==> src/inc/ccc_pkg.sv <==
package ccc_pkg;
	localparam logic [3:0]  ADDR_MAIN_CFG  = 4'h0;
	localparam logic [3:0]  ADDR_CAL_ADJ   = 4'h4;
	localparam logic [3:0]  ADDR_CAL_VAL   = 4'h5;
	localparam int          CAL_BIT        = 15;
	localparam int          PD_I_BIT       = 11;
	localparam int          PD_Q_BIT       = 10;
	localparam int          SEQ_BIT        = 14;
	localparam int          ACCESS_BIT     = 7;
	localparam int          DEGRADED_BIT   = 1;
	localparam int          ACTIVE_BIT     = 0;
	localparam logic [15:0] MAIN_CFG_RESET = 16'h0000;
	localparam logic [15:0] CAL_ADJ_RESET  = 16'h4000;
	localparam logic [15:0] CAL_ADJ_WMASK  = 16'h4080;
	localparam int          COEFF_WORDS    = 239;
	localparam logic [7:0]  COEFF_READS    = 8'd240;
	localparam logic [7:0]  FLUSH_CYC      = 8'd60;
	localparam int          FRAME_BITS     = 24;
	localparam int          HDR_BITS       = 8;
	localparam int          READ_FLAG_BIT  = 7;
	localparam int          SAMPLE_BITS    = 12;

	typedef enum logic [2:0] {
		CCC_POWERON = 3'b000,
		CCC_RUN     = 3'b001,
		CCC_FLUSH   = 3'b011,
		CCC_READY   = 3'b010,
		CCC_PAUSE   = 3'b101
	} ccc_state_type;

	typedef struct packed {
		logic                   ovr;
		logic [SAMPLE_BITS-1:0] data;
	} ccc_sample_type;
endpackage : ccc_pkg

==> src/design/ccc_sync.sv <==
`timescale 1ns/1ns
module ccc_sync #(
	parameter int           W    = 1,
	parameter logic [W-1:0] INIT = '0
) (
	input  wire logic         sys_clk_in,
	input  wire logic         rst_in,
	input  wire logic [W-1:0] async_in,
	output logic      [W-1:0] level_out
);
	logic [W-1:0] s1_q;
	logic [W-1:0] s2_q;
	logic [W-1:0] s3_q;
	logic [W-1:0] lvl_q;

	// three stages; level moves only once stages two and three agree
	always_ff @(posedge sys_clk_in) begin
		if (rst_in) begin
			s1_q  <= INIT;
			s2_q  <= INIT;
			s3_q  <= INIT;
			lvl_q <= INIT;
		end else begin
			s1_q  <= async_in;
			s2_q  <= s1_q;
			s3_q  <= s2_q;
			lvl_q <= (s2_q & s3_q) | (lvl_q & (s2_q | s3_q));
		end
	end

	assign level_out = lvl_q;
endmodule : ccc_sync

==> src/design/ccc_top.sv <==
`timescale 1ns/1ns
module ccc_top
	import ccc_pkg::*;
#(
	parameter int unsigned POWERON_SHORT_CYC = 32'd16384,
	parameter int unsigned POWERON_LONG_CYC  = 32'd65536,
	parameter int unsigned CAL_FULL_CYC      = 32'd8192,
	parameter int unsigned CAL_LIN_CYC       = 32'd4096,
	parameter int unsigned CAL_LOW_MIN       = 32'd1280,
	parameter int unsigned CAL_HIGH_MIN      = 32'd1280
) (
	input  wire logic           sys_clk_in,
	input  wire logic           rst_in,
	input  wire logic           cal_request_pin_in,
	input  wire logic           poweron_wait_select_in,
	input  wire logic           power_off_inphase_in,
	input  wire logic           power_off_quadrature_in,
	input  wire logic           control_mode_select_pin_in,
	input  wire logic           ser_clk_in,
	input  wire logic           ser_sel_n_in,
	input  wire logic           ser_data_in,
	output logic                ser_data_out,
	input  ccc_sample_type      conv_i_in,
	input  ccc_sample_type      conv_q_in,
	output ccc_sample_type      out_i_out,
	output ccc_sample_type      out_q_out,
	output logic                output_data_clock_out,
	output logic                trim_active_out,
	output logic                powered_down_out
);
	logic [7:0]    pins;
	logic          cal_pin, wait_sel, pdi_pin, pdq_pin, mode_pin, sclk, ssel_n, sdi;
	logic          extended_control_mode, cal_req, pd_i, pd_q, both_down;
	logic [15:0]   cfg_q, adj_q, sout_q;
	logic [23:0]   sin_q;
	logic [4:0]    bit_cnt_q;
	logic          sclk_prev_q, sclk_rise, wr_commit, rd_load;
	logic [3:0]    wr_addr, rd_addr;
	logic [15:0]   coeff_mem [COEFF_WORDS];
	logic [7:0]    rd_ptr_q, wr_ptr_q;
	logic [15:0]   low_cnt_q, high_cnt_q;
	logic          armed_q, cmd_fire, wait_prev_q, wait_change;
	ccc_state_type state_q;
	logic [31:0]   cnt_q, run_len_q;
	logic          degraded_q, clk_div_q, blank;

	ccc_sync #(.W(8), .INIT(8'h0a)) u_sync (
		.sys_clk_in (sys_clk_in),
		.rst_in     (rst_in),
		.async_in   ({cal_request_pin_in, poweron_wait_select_in, power_off_inphase_in,
		              power_off_quadrature_in, control_mode_select_pin_in, ser_clk_in,
		              ser_sel_n_in, ser_data_in}),
		.level_out  (pins)
	);
	assign {cal_pin, wait_sel, pdi_pin, pdq_pin, mode_pin, sclk, ssel_n, sdi} = pins;

	// pin-only control when the mode pin is high, main config ignored; adjust trim select still sets run length
	assign extended_control_mode = ~mode_pin;
	assign cal_req   = cal_pin | (extended_control_mode & cfg_q[CAL_BIT]);
	assign pd_i      = pdi_pin | (extended_control_mode & cfg_q[PD_I_BIT]);
	assign pd_q      = pdq_pin | (extended_control_mode & cfg_q[PD_Q_BIT]);
	assign both_down = pd_i & pd_q;

	// register read view; status bits share the adjust word
	function automatic logic [15:0] reg_view(input logic [3:0] a);
		logic [15:0] v;
		v = 16'h0000;
		case (a)
			ADDR_MAIN_CFG: v = cfg_q;
			ADDR_CAL_ADJ: begin
				v = adj_q;
				v[DEGRADED_BIT] = degraded_q;
				v[ACTIVE_BIT]   = trim_active_out;
			end
			ADDR_CAL_VAL: v = (rd_ptr_q == 8'h00) ? 16'h0000 : coeff_mem[rd_ptr_q - 8'h01];
			default: v = 16'h0000;
		endcase
		return v;
	endfunction : reg_view

	// serial frame: read flag and address byte, then sixteen data bits, msb first
	assign sclk_rise = sclk & ~sclk_prev_q;
	assign wr_addr   = sin_q[18:15];
	assign rd_addr   = {sin_q[2:0], sdi};
	assign wr_commit = sclk_rise && (bit_cnt_q == 5'(FRAME_BITS - 1))
	                   && !sin_q[22 - (HDR_BITS - 1 - READ_FLAG_BIT)];
	assign rd_load   = sclk_rise && (bit_cnt_q == 5'(HDR_BITS - 1)) && sin_q[6];

	always_ff @(posedge sys_clk_in) begin
		if (rst_in) begin
			sclk_prev_q <= 1'b0;
			bit_cnt_q   <= 5'h00;
			sin_q       <= 24'h000000;
			sout_q      <= 16'h0000;
		end else begin
			sclk_prev_q <= sclk;
			if (ssel_n || !extended_control_mode) begin
				bit_cnt_q <= 5'h00;
			end else if (sclk_rise) begin
				sin_q     <= {sin_q[22:0], sdi};
				bit_cnt_q <= bit_cnt_q + 5'h01;
				sout_q    <= rd_load ? reg_view(rd_addr) : {sout_q[14:0], 1'b0};
			end
		end
	end
	assign ser_data_out = sout_q[15];

	// control registers; trim select resets to full sequence
	always_ff @(posedge sys_clk_in) begin
		if (rst_in) begin
			cfg_q <= MAIN_CFG_RESET;
			adj_q <= CAL_ADJ_RESET;
		end else if (wr_commit && !ssel_n && extended_control_mode) begin
			if (wr_addr == ADDR_MAIN_CFG) begin
				cfg_q <= {sin_q[14:0], sdi};
			end
			if (wr_addr == ADDR_CAL_ADJ) begin
				adj_q <= {sin_q[14:0], sdi} & CAL_ADJ_WMASK;
			end
		end
	end

	// coefficient pointers rewind whenever access is switched off
	always_ff @(posedge sys_clk_in) begin
		if (rst_in || !adj_q[ACCESS_BIT]) begin
			rd_ptr_q <= 8'h00;
			wr_ptr_q <= 8'h00;
		end else begin
			if (rd_load && !ssel_n && rd_addr == ADDR_CAL_VAL && rd_ptr_q < COEFF_READS) begin
				rd_ptr_q <= rd_ptr_q + 8'h01;
			end
			if (wr_commit && !ssel_n && wr_addr == ADDR_CAL_VAL && wr_ptr_q < COEFF_READS + 8'h01) begin
				wr_ptr_q <= wr_ptr_q + 8'h01;
			end
		end
	end

	// array written by the running calibration, else by restore writes
	always_ff @(posedge sys_clk_in) begin
		if (state_q == CCC_RUN && cnt_q < 32'(COEFF_WORDS)) begin
			coeff_mem[cnt_q[7:0]] <= {cnt_q[7:0], 7'h00, adj_q[SEQ_BIT]};
		end else if (wr_commit && !ssel_n && extended_control_mode && adj_q[ACCESS_BIT]
		             && wr_addr == ADDR_CAL_VAL && wr_ptr_q < 8'(COEFF_WORDS)) begin
			coeff_mem[wr_ptr_q] <= {sin_q[14:0], sdi};
		end
	end

	// low then high minimum widths filter noise on the request
	assign cmd_fire = armed_q && cal_req && (high_cnt_q == 16'(CAL_HIGH_MIN - 1));
	always_ff @(posedge sys_clk_in) begin
		if (rst_in) begin
			low_cnt_q  <= 16'h0000;
			high_cnt_q <= 16'h0000;
			armed_q    <= 1'b0;
		end else if (!cal_req) begin
			high_cnt_q <= 16'h0000;
			if (low_cnt_q < 16'(CAL_LOW_MIN - 1)) begin
				low_cnt_q <= low_cnt_q + 16'h0001;
			end else begin
				armed_q <= 1'b1;
			end
		end else begin
			low_cnt_q <= 16'h0000;
			if (high_cnt_q < 16'(CAL_HIGH_MIN)) begin
				high_cnt_q <= high_cnt_q + 16'h0001;
			end
			if (cmd_fire) begin
				armed_q <= 1'b0;
			end
		end
	end

	// wait-select edges while powered are a start source too
	always_ff @(posedge sys_clk_in) begin
		if (rst_in) begin
			wait_prev_q <= 1'b0;
		end else begin
			wait_prev_q <= wait_sel;
		end
	end
	assign wait_change = (wait_sel != wait_prev_q);

	// calibration sequencer; every start path enters the same run state
	always_ff @(posedge sys_clk_in) begin
		if (rst_in) begin
			state_q    <= CCC_POWERON;
			cnt_q      <= 32'h0;
			run_len_q  <= 32'(CAL_FULL_CYC);
			degraded_q <= 1'b0;
		end else begin
			case (state_q)
				CCC_POWERON: begin
					cnt_q <= cnt_q + 32'h1;
					if (cnt_q >= (wait_sel ? POWERON_LONG_CYC : POWERON_SHORT_CYC) - 1) begin
						cnt_q      <= 32'h0;
						run_len_q  <= adj_q[SEQ_BIT] ? CAL_FULL_CYC : CAL_LIN_CYC;
						degraded_q <= 1'b0;
						state_q    <= cal_req ? CCC_READY : CCC_RUN;
					end
				end
				CCC_READY: begin
					cnt_q <= 32'h0;
					if (cmd_fire || wait_change) begin
						run_len_q  <= adj_q[SEQ_BIT] ? CAL_FULL_CYC : CAL_LIN_CYC;
						degraded_q <= 1'b0;
						state_q    <= CCC_RUN;
					end
				end
				CCC_RUN: begin
					if (both_down) begin
						degraded_q <= 1'b1;
						state_q    <= CCC_PAUSE;
					end else if (cnt_q >= run_len_q - 32'h1) begin
						cnt_q   <= 32'h0;
						state_q <= CCC_FLUSH;
					end else begin
						cnt_q <= cnt_q + 32'h1;
					end
				end
				CCC_PAUSE: begin
					if (!both_down) begin
						state_q <= CCC_RUN;
					end
				end
				CCC_FLUSH: begin
					cnt_q <= cnt_q + 32'h1;
					if (cnt_q == 32'(FLUSH_CYC) - 32'h1) begin
						cnt_q   <= 32'h0;
						state_q <= CCC_READY;
					end
				end
				default: begin
					state_q <= CCC_POWERON;
					cnt_q   <= 32'h0;
				end
			endcase
		end
	end

	// paused time still counts as calibrating
	assign trim_active_out = (state_q == CCC_RUN) || (state_q == CCC_PAUSE);

	// divider never looks at the sequencer, so the clock stalls only during reset
	always_ff @(posedge sys_clk_in) begin
		if (rst_in) begin
			clk_div_q <= 1'b0;
		end else begin
			clk_div_q <= ~clk_div_q;
		end
	end
	assign output_data_clock_out = clk_div_q;

	// quiet outputs cut noise into the analog during calibration and flush
	assign blank = (state_q != CCC_READY) || both_down;
	always_ff @(posedge sys_clk_in) begin
		if (rst_in) begin
			out_i_out        <= '0;
			out_q_out        <= '0;
			powered_down_out <= 1'b0;
		end else begin
			powered_down_out <= both_down;
			out_i_out        <= (blank || pd_i) ? '0 : conv_i_in;
			out_q_out        <= (blank || pd_q) ? '0 : conv_q_in;
		end
	end
endmodule : ccc_top

==> config.mk <==
export PLATFORM = sky130hd
export DESIGN_NAME = ccc_top
export DESIGN_NICKNAME = d
export VERILOG_FILES = /design/src/inc/ccc_pkg.sv /design/src/design/ccc_sync.sv /design/src/design/ccc_top.sv
export SDC_FILE = /design/constraint.sdc
export NUM_CORES = 2
export LEC_CHECK = 0
export BUFFER_PORTS_ARGS = -buffer_cell sky130_fd_sc_hd__buf_4
export CORE_MARGIN = 3
export CORE_UTILIZATION = 44
export CTS_CLUSTER_DIAMETER = 30
export CTS_CLUSTER_SIZE = 28
export DETAILED_ROUTE_END_ITERATION = 16
export PLACE_DENSITY = 0.71
export RECOVER_POWER = 25
export SETUP_SLACK_MARGIN = 0.1
export SLEW_MARGIN = 20
export SYNTH_ARGS = -nofsm -noshare
export SYNTH_HDL_FRONTEND = slang
export SYNTH_SLANG_ARGS = --single-unit
==> constraint.sdc <==
create_clock -name sys_clk_in -period 10 [get_ports sys_clk_in]
set_input_delay 2 -clock sys_clk_in [delete_from_list [all_inputs] [get_ports sys_clk_in]]
set_output_delay 2 -clock sys_clk_in [all_outputs]
set_load 0.005 [all_outputs]
=== Yosys cells after proc, flatten, opt, wreduce, memory -nomap -nowiden ===
Memories as Yosys holds them, arrays and structs flattened.
Cells that the tools add are included.

* Bits in registers: 241
* Memory bits (writable): 3824
* Input port bits: 36
* Output and inout port bits: 30
* Word-level logic and storage cells: 168
* Memories: 1

{| class="wikitable"
|+ Memory list
! memory !! words !! width !! read ports !! clocked after Yosys merged registers in !! wr ports !! RTL line !! text
|-
| coeff_mem || 239 || 16 || 1 || 0 || 1 || ccc_top.sv:39 || <nowiki>logic [15:0] coeff_mem [COEFF_WORDS];</nowiki>
|}

* Add/sub/neg operators: 9
* $lt $le $gt $ge: 8
* Equality and inequality tests: 23
* Muxes and demuxes: 36
* Bitwise gates (word level): 18
* Reduce and logical (&&, ||, !) cells: 47

{| class="wikitable"
|+ Operators with widths
! cell !! count
|-
| $mux 32 || 6
|-
| $pmux 32 s4 || 1
|-
| $ge 32x32->1 || 2
|-
| $pmux 32 s2 || 1
|-
| $mux 16 || 3
|-
| $pmux 16 s3 || 1
|-
| $add 16x1->16 const B || 2
|-
| $add 32x1->32 const B || 1
|-
| $eq 32x6->1 const B || 1
|-
| $lt 16x11->1 const B || 2
|-
| $lt 32x8->1 const B || 1
|-
| $sub 32x1->32 const B || 1
|-
| $lt 8x8->1 const B || 3
|-
| $mux 3 || 6
|-
| $sub 17x1->18 const B || 1
|-
| $logic_and 1x1->1 || 17
|-
| $mux 17 || 1
|-
| $add 8x1->8 const B || 2
|-
| $and 8x8->8 || 2
|-
| $eq 16x11->1 const B || 1
|-
| $eq 4x3->1 const B || 4
|-
| $or 8x8->8 || 2
|-
| $reduce_or 16->1 || 1
|-
| $pmux 3 s5 || 1
|-
| 32 further kinds || 78
|}

=== Logic depth before layout (Yosys ltp) ===
* Depth in word-level cells: 14
* Gate-level depth with buffers: 22
* Gate-level depth less buffers: 12

=== Cells and area by module ===
From an unflattened synthesis, not the netlist that was laid out.

* Cells, all modules: 7526
* Area, all modules: 157290.9 um^2

{| class="wikitable"
|+ Modules (own cells, without submodules)
! module !! times used !! cells an instance !! area an instance (um^2) !! seq. area each (um^2)
|-
| ccc_top || 1 || 7443 || 156358.7 || 118413.6
|-
| ccc_sync || 1 || 83 || 932.1 || 640.6
|}

=== Least setup slack after synthesis ===
OpenSTA, ideal clock, no wires.

* Path kind: reg-to-reg
* Start: register bit_cnt_q[0]
* End: memory coeff_mem[0][1] (data pin)
* Library setup time: 1.314 ns
* Arrival time: 7.467 ns
* Path slack: 1.219 ns
* Stages on the path, launching flop included: 11
* Buffers on the path: 3
* Clock period less this slack: 8.781 ns
* Path through: dfxtp_1 > ha_1 > nand2_1 > nor3_1 > nand3_1 > nor4_1 > nand2b_1 > buf_2 > clkbuf_1 > clkbuf_1 > nor2_1

* Cells in the longest elaborated chain, start to end: 13

{| class="wikitable"
|+ RTL lines
! what !! RTL line !! text
|-
| from (decl) || ccc_top.sv:36 || <nowiki>logic [4:0] bit_cnt_q;</nowiki>
|-
| from (signal assigned) || ccc_top.sv:101 || <nowiki>bit_cnt_q <= bit_cnt_q + 5'h01;</nowiki>
|-
| $eq 5x5->1 || ccc_top.sv:85 || <nowiki>assign wr_commit = sclk_rise && (bit_cnt_q == 5'(FRAME_BITS - 1))</nowiki>
|-
| $logic_and 1x1->1 || ccc_top.sv:85 ||
|-
| $logic_and 1x1->1 || ccc_top.sv:86 || <nowiki>&& !sin_q[22 - (HDR_BITS - 1 - READ_FLAG_BIT)];</nowiki>
|-
| $logic_and 1x1->1 (3 in a row) || ccc_top.sv:142 || <nowiki>end else if (wr_commit && !ssel_n && extended_control_mode && adj_q[ACCESS_BIT]</nowiki>
|-
| $logic_and 1x1->1 (2 in a row) || ccc_top.sv:143 || <nowiki>&& wr_addr == ADDR_CAL_VAL && wr_ptr_q < 8'(COEFF_WORDS)) begin</nowiki>
|-
| $mux 1 || ccc_top.sv:142 ||
|-
| $mux 1 || ccc_top.sv:140 || <nowiki>if (state_q == CCC_RUN && cnt_q < 32'(COEFF_WORDS)) begin</nowiki>
|-
| $mux 1 (not written as such) || ccc_top.sv:144 || <nowiki>coeff_mem[wr_ptr_q] <= {sin_q[14:0], sdi};</nowiki>
|-
| $reduce_or 16->1 (no source line) || - ||
|-
| $mux 16 (no source line) || - ||
|-
| to (decl) || ccc_top.sv:39 ||
|}

Every way passes these cells.

=== Worst setup path in the final report ===
* Start: register cnt_q[23]
* End: memory coeff_mem[31][15] (data pin)

* Cells in the longest elaborated chain, start to end: 6

{| class="wikitable"
|+ RTL lines
! what !! RTL line !! text
|-
| from (decl) || ccc_top.sv:44 || <nowiki>logic [31:0] cnt_q, run_len_q;</nowiki>
|-
| from (signal assigned) || ccc_top.sv:193 || <nowiki>cnt_q <= cnt_q + 32'h1;</nowiki>
|-
| from (signal assigned) || ccc_top.sv:217 || <nowiki>cnt_q <= cnt_q + 32'h1;</nowiki>
|-
| from (signal assigned) || ccc_top.sv:226 || <nowiki>cnt_q <= cnt_q + 32'h1;</nowiki>
|-
| $lt 32x8->1 || ccc_top.sv:140 ||
|-
| $logic_and 1x1->1 || ccc_top.sv:140 ||
|-
| $mux 1 || ccc_top.sv:140 ||
|-
| $mux 1 (not written as such) || ccc_top.sv:144 ||
|-
| $reduce_or 16->1 (no source line) || - ||
|-
| $mux 16 (no source line) || - ||
|}

Every way passes these cells.

==> flow_metrics.py <==
metrics = {
    "status": {
        "status": "complete, but fails checks",
        "violations": "capacitance limit, slew limit",
    },
    "setup_path": {
        "critical_path.slowest_cell": "sky130_fd_sc_hd__mux2_2",
        "critical_path_buf_inv_count": 1,
        "timing_worst_setup_path_type": "register to register",
        "cp_data_required_time_ns": 10.67,
        "worstSetupEndpointType": "register",
        "crit_chain": "nor4_1 -> nand4_1 -> nor2_1 -> and3_1 -> nand2b_1 -> mux2_2 -> buf_4",
        "critical_path.max_stage_delay_ns": 2.70,
        "cpLargestDelayFamily": "simple AND/OR/NAND/NOR gates",
        "rrSetupSlack_ns": 2.35,
        "timing.critical_path.arrival_ns": 8.32,
        "cp_max_fo": 153,
        "worstSetupStartpointType": "register",
    },
    "cells_and_area": {
        "layout.cells.most_common_list": "sky130_fd_sc_hd__edfxtp_1, sky130_fd_sc_hd__mux4_2, sky130_fd_sc_hd__clkbuf_16, sky130_fd_sc_hd__nand2_1, sky130_fd_sc_hd__nor2_1",
        "fraction_of_layout_cells_with_a_size_suffix_above_1": 0.2991,
        "final_area_sq_um": 185200,
        "design.final.nets": 8262,
        "layout-area-overhead-vs-synth_pct": 18.15,
        "mostFrequentLayoutCell": "sky130_fd_sc_hd__edfxtp_1",
        "num-fill-cells": 26269,
        "finish.utilization": 0.5236,
        "finish.cell_count_without_fillers": 13450,
    },
    "placement": {
        "gp_congestion": 0.9068,
        "dpl-instance-area_sq_um": 164200,
        "dp_hpwl_mm": 231.5,
        "port_buffers": 65,
        "placed_cells": 12309,
    },
    "synth": {
        "synth.yosys.warnings": 0,
        "yosys_most_used_dff": "sky130_fd_sc_hd__edfxtp_1",
        "synthesis.instances": 7624,
        "synth_compound_area_frac": 0.01974,
        "synth.yosys.seq_area_share": 0.7594,
        "synthesis.nets": 7692,
        "synth_top_cells_by_area": "sky130_fd_sc_hd__edfxtp_1, sky130_fd_sc_hd__mux4_2, sky130_fd_sc_hd__dfxtp_1",
        "netlist.area_leader.share": 0.7324,
        "synth_area_per_cell_sq_um": 20.56,
        "post_synth_and_or_nand_nor_area_fraction": 0.03884,
        "post_synth_xor_area_fraction": 0.002570,
        "synth.largest_area_cell": "sky130_fd_sc_hd__edfxtp_1",
        "synthArstFlopShare": 0,
        "muxShareOfSynthArea": 0.1622,
        "synth_area_sq_um": 156800,
        "synth_adder_area_share": 0.002554,
        "synth_edf_count": 3824,
        "number_of_flip_flops_and_latches_in_the_synthesized_netlist": 4035,
        "synth_cell_type_count": 80,
        "synth_top_family_by_area": "multiplexers",
    },
    "timing": {
        "max_freq_mhz": 130.7,
        "hold_ws_ns": 0.4109,
        "timing.setup.tns_ns": 0,
        "post-route-min-period_ns": 7.649,
        "tightestPinTransition_ns": 4.036,
        "setup_viol": 0,
        "number_of_hold_violations_in_the_final_report": 0,
        "final-max-slew-violation-count": 1444,
        "worst_clk_skew_ns": 0.08212,
        "grt_setup_unrepaired": "no",
        "finalCritPeriodShare": 0.7649,
        "headroom_to_the_max_slew_limit": -1.691,
    },
    "cts": {
        "ctsRootBufferMaster": "sky130_fd_sc_hd__clkbuf_16",
        "clkTransAtPathRegs_ns": 0.06,
        "htree_levels": 6,
        "ctsHoldBuffers": 0,
        "cts_inserted_buffers": 606,
        "numClockSinks": 4035,
        "clk_path_buf_depth": 4,
        "post_cts_buffers": 0,
        "tritoncts_clock_tree": "done",
        "ctsResizeCount": 0,
        "clkLatencyLatePin_ns": 1.04,
    },
    "grt": {
        "overall_routing_resource_usage": 0.2285,
        "first_global_vias": 82679,
        "grt_antenna_before_repair": 25,
        "grt_overflow_total": 0,
        "pin_count_of_the_biggest_net_entering_global_routing": 165,
        "grt_first_pass_wirelength_mm": 604.2,
    },
    "detailed_routing": {
        "detailedRoute.firstIterationViolations": 12069,
        "drtAntennaViolNets": 0,
        "drt_drc": 0,
        "post_drt_via_cell_ratio": 6.107,
        "detail_route.wirelength_mm": 420.3,
        "total_vias_in_the_final_route": 82136,
        "wl_per_cell_um": 31.25,
        "drt_pre_antenna_iters": 6,
    },
    "flow_run": {
        "cap_violations": 21,
    },
    "floorplanning": {
        "total_die_area_sq_um": 363500,
        "die_h_um": 602.9,
        "num_io_pins": 66,
        "number_of_placement_rows": 218,
        "start_util": 0.4432,
        "coreArea_sq_um": 353800,
        "die_width_um": 602.9,
    },
    "min_path": {
        "min_path_type": "register to register",
    },
    "pwr": {
        "worst_ir_drop_vdd_mv": 0.2073,
        "power.static_leakage_nw": 54.45,
        "pwr_density_cell_nw_per_um2": 219.5,
    },
}
==> kinds of logic (layout without fill, tap and decap cells) <==
logic type,after synthesis,count (layout)
AOI/OAI and AO/OA,467,467
xor gates and xnor gates,43,43
adders and majority gates,32,32
buffers and inverters,457,1538
DFF,4035,4035
muxes,1216,1216
other,0,15
and+or+nand+nor,1374,1374
==> report_power, final <==
part	switching (mW)	internal, mW	leakage, nW
combinational	0.494	0.101	11.4
clock	8.22	13.2	10.1
sequential	0.0235	18.6	33.0
total	8.74	31.9	54.5
==> area by class of cell <==
| type | count | area (sq um) | area share |
|---|---|---|---|
| diodes | 15 | 37.54 | 0.0002026 |
| clock buffers | 652 | 15470 | 0.08354 |
| clock inverters | 467 | 5544 | 0.02993 |
| inverters | 22 | 82.58 | 0.0004458 |
| multi-input cells | 3132 | 35850 | 0.1935 |
| flip-flops and latches | 4035 | 119100 | 0.6427 |
| well taps | 4730 | 5918 | 0.03195 |
| repair buffers | 397 | 3276 | 0.01768 |
==> worst paths after layout <==
kind / startpoint / end / cells past startpoint
worst max-delay path: cnt_q[23]$_SDFFE_PP0P_ / coeff_mem[31][15]$_DFFE_PP_ / 7
worst min-delay path: output_data_clock_out$_SDFF_PP0_ / output_data_clock_out$_SDFF_PP0_ / 1
worst max register to register: cnt_q[23]$_SDFFE_PP0P_ / coeff_mem[31][15]$_DFFE_PP_ / 7
worst min register to register: output_data_clock_out$_SDFF_PP0_ / output_data_clock_out$_SDFF_PP0_ / 1
==> metrics by stage <==
| stage | worst slack (ns) | power (mW) |
|---|---|---|
| floorplan | 1.219 | 19.22 |
| finish | 2.351 | 40.66 |
| global placement | 3.698 | 19.47 |
| CTS | 3.891 | 40.83 |
| detailed placement | 3.923 | 19.52 |
| global route | 1.854 | 41.62 |
==> sequential cells by signal, indices dropped and copies added (netlist names), 2 cells and up <==
| register | count |
|---|---|
| sin_q | 23 |
| run_len_q | 2 |
| out_q_out | 13 |
| adj_q | 2 |
| wr_ptr_q | 8 |
| rd_ptr_q | 8 |
| u_sync.level_out | 8 |
| low_cnt_q | 16 |
| high_cnt_q | 16 |
| cnt_q | 32 |
| sout_q | 16 |
| bit_cnt_q | 5 |
| cfg_q | 16 |
| out_i_out | 13 |
| state_q | 3 |
| u_sync.s1_q | 8 |
| coeff_mem | 3824 |
| u_sync.s3_q | 8 |
| u_sync.s2_q | 8 |
==> Yosys cell counts, types with 42 or more instances <==
library cell	count
sky130_fd_sc_hd__buf_4	75
sky130_fd_sc_hd__nand2_1	542
sky130_fd_sc_hd__nand3_1	126
sky130_fd_sc_hd__dfxtp_1	211
sky130_fd_sc_hd__nor2_1	412
sky130_fd_sc_hd__o21ai_0	68
sky130_fd_sc_hd__clkbuf_1	163
sky130_fd_sc_hd__mux4_2	1058
sky130_fd_sc_hd__buf_2	140
sky130_fd_sc_hd__edfxtp_1	3824
sky130_fd_sc_hd__and2_1	42
sky130_fd_sc_hd__mux2i_1	142
sky130_fd_sc_hd__a21oi_1	146
==> routing by layer <==
layer / part of all wire / GRT usage / vias up
met5: 0.00016 / 0 / -
met4: 0.053 / 0.1071 / 10
met3: 0.12 / 0.06394 / 1075
met2: 0.47 / 0.3512 / 5409
met1: 0.36 / 0.3032 / 42909
li1: - / - / 32733
(Power assumes the default switching activity.)
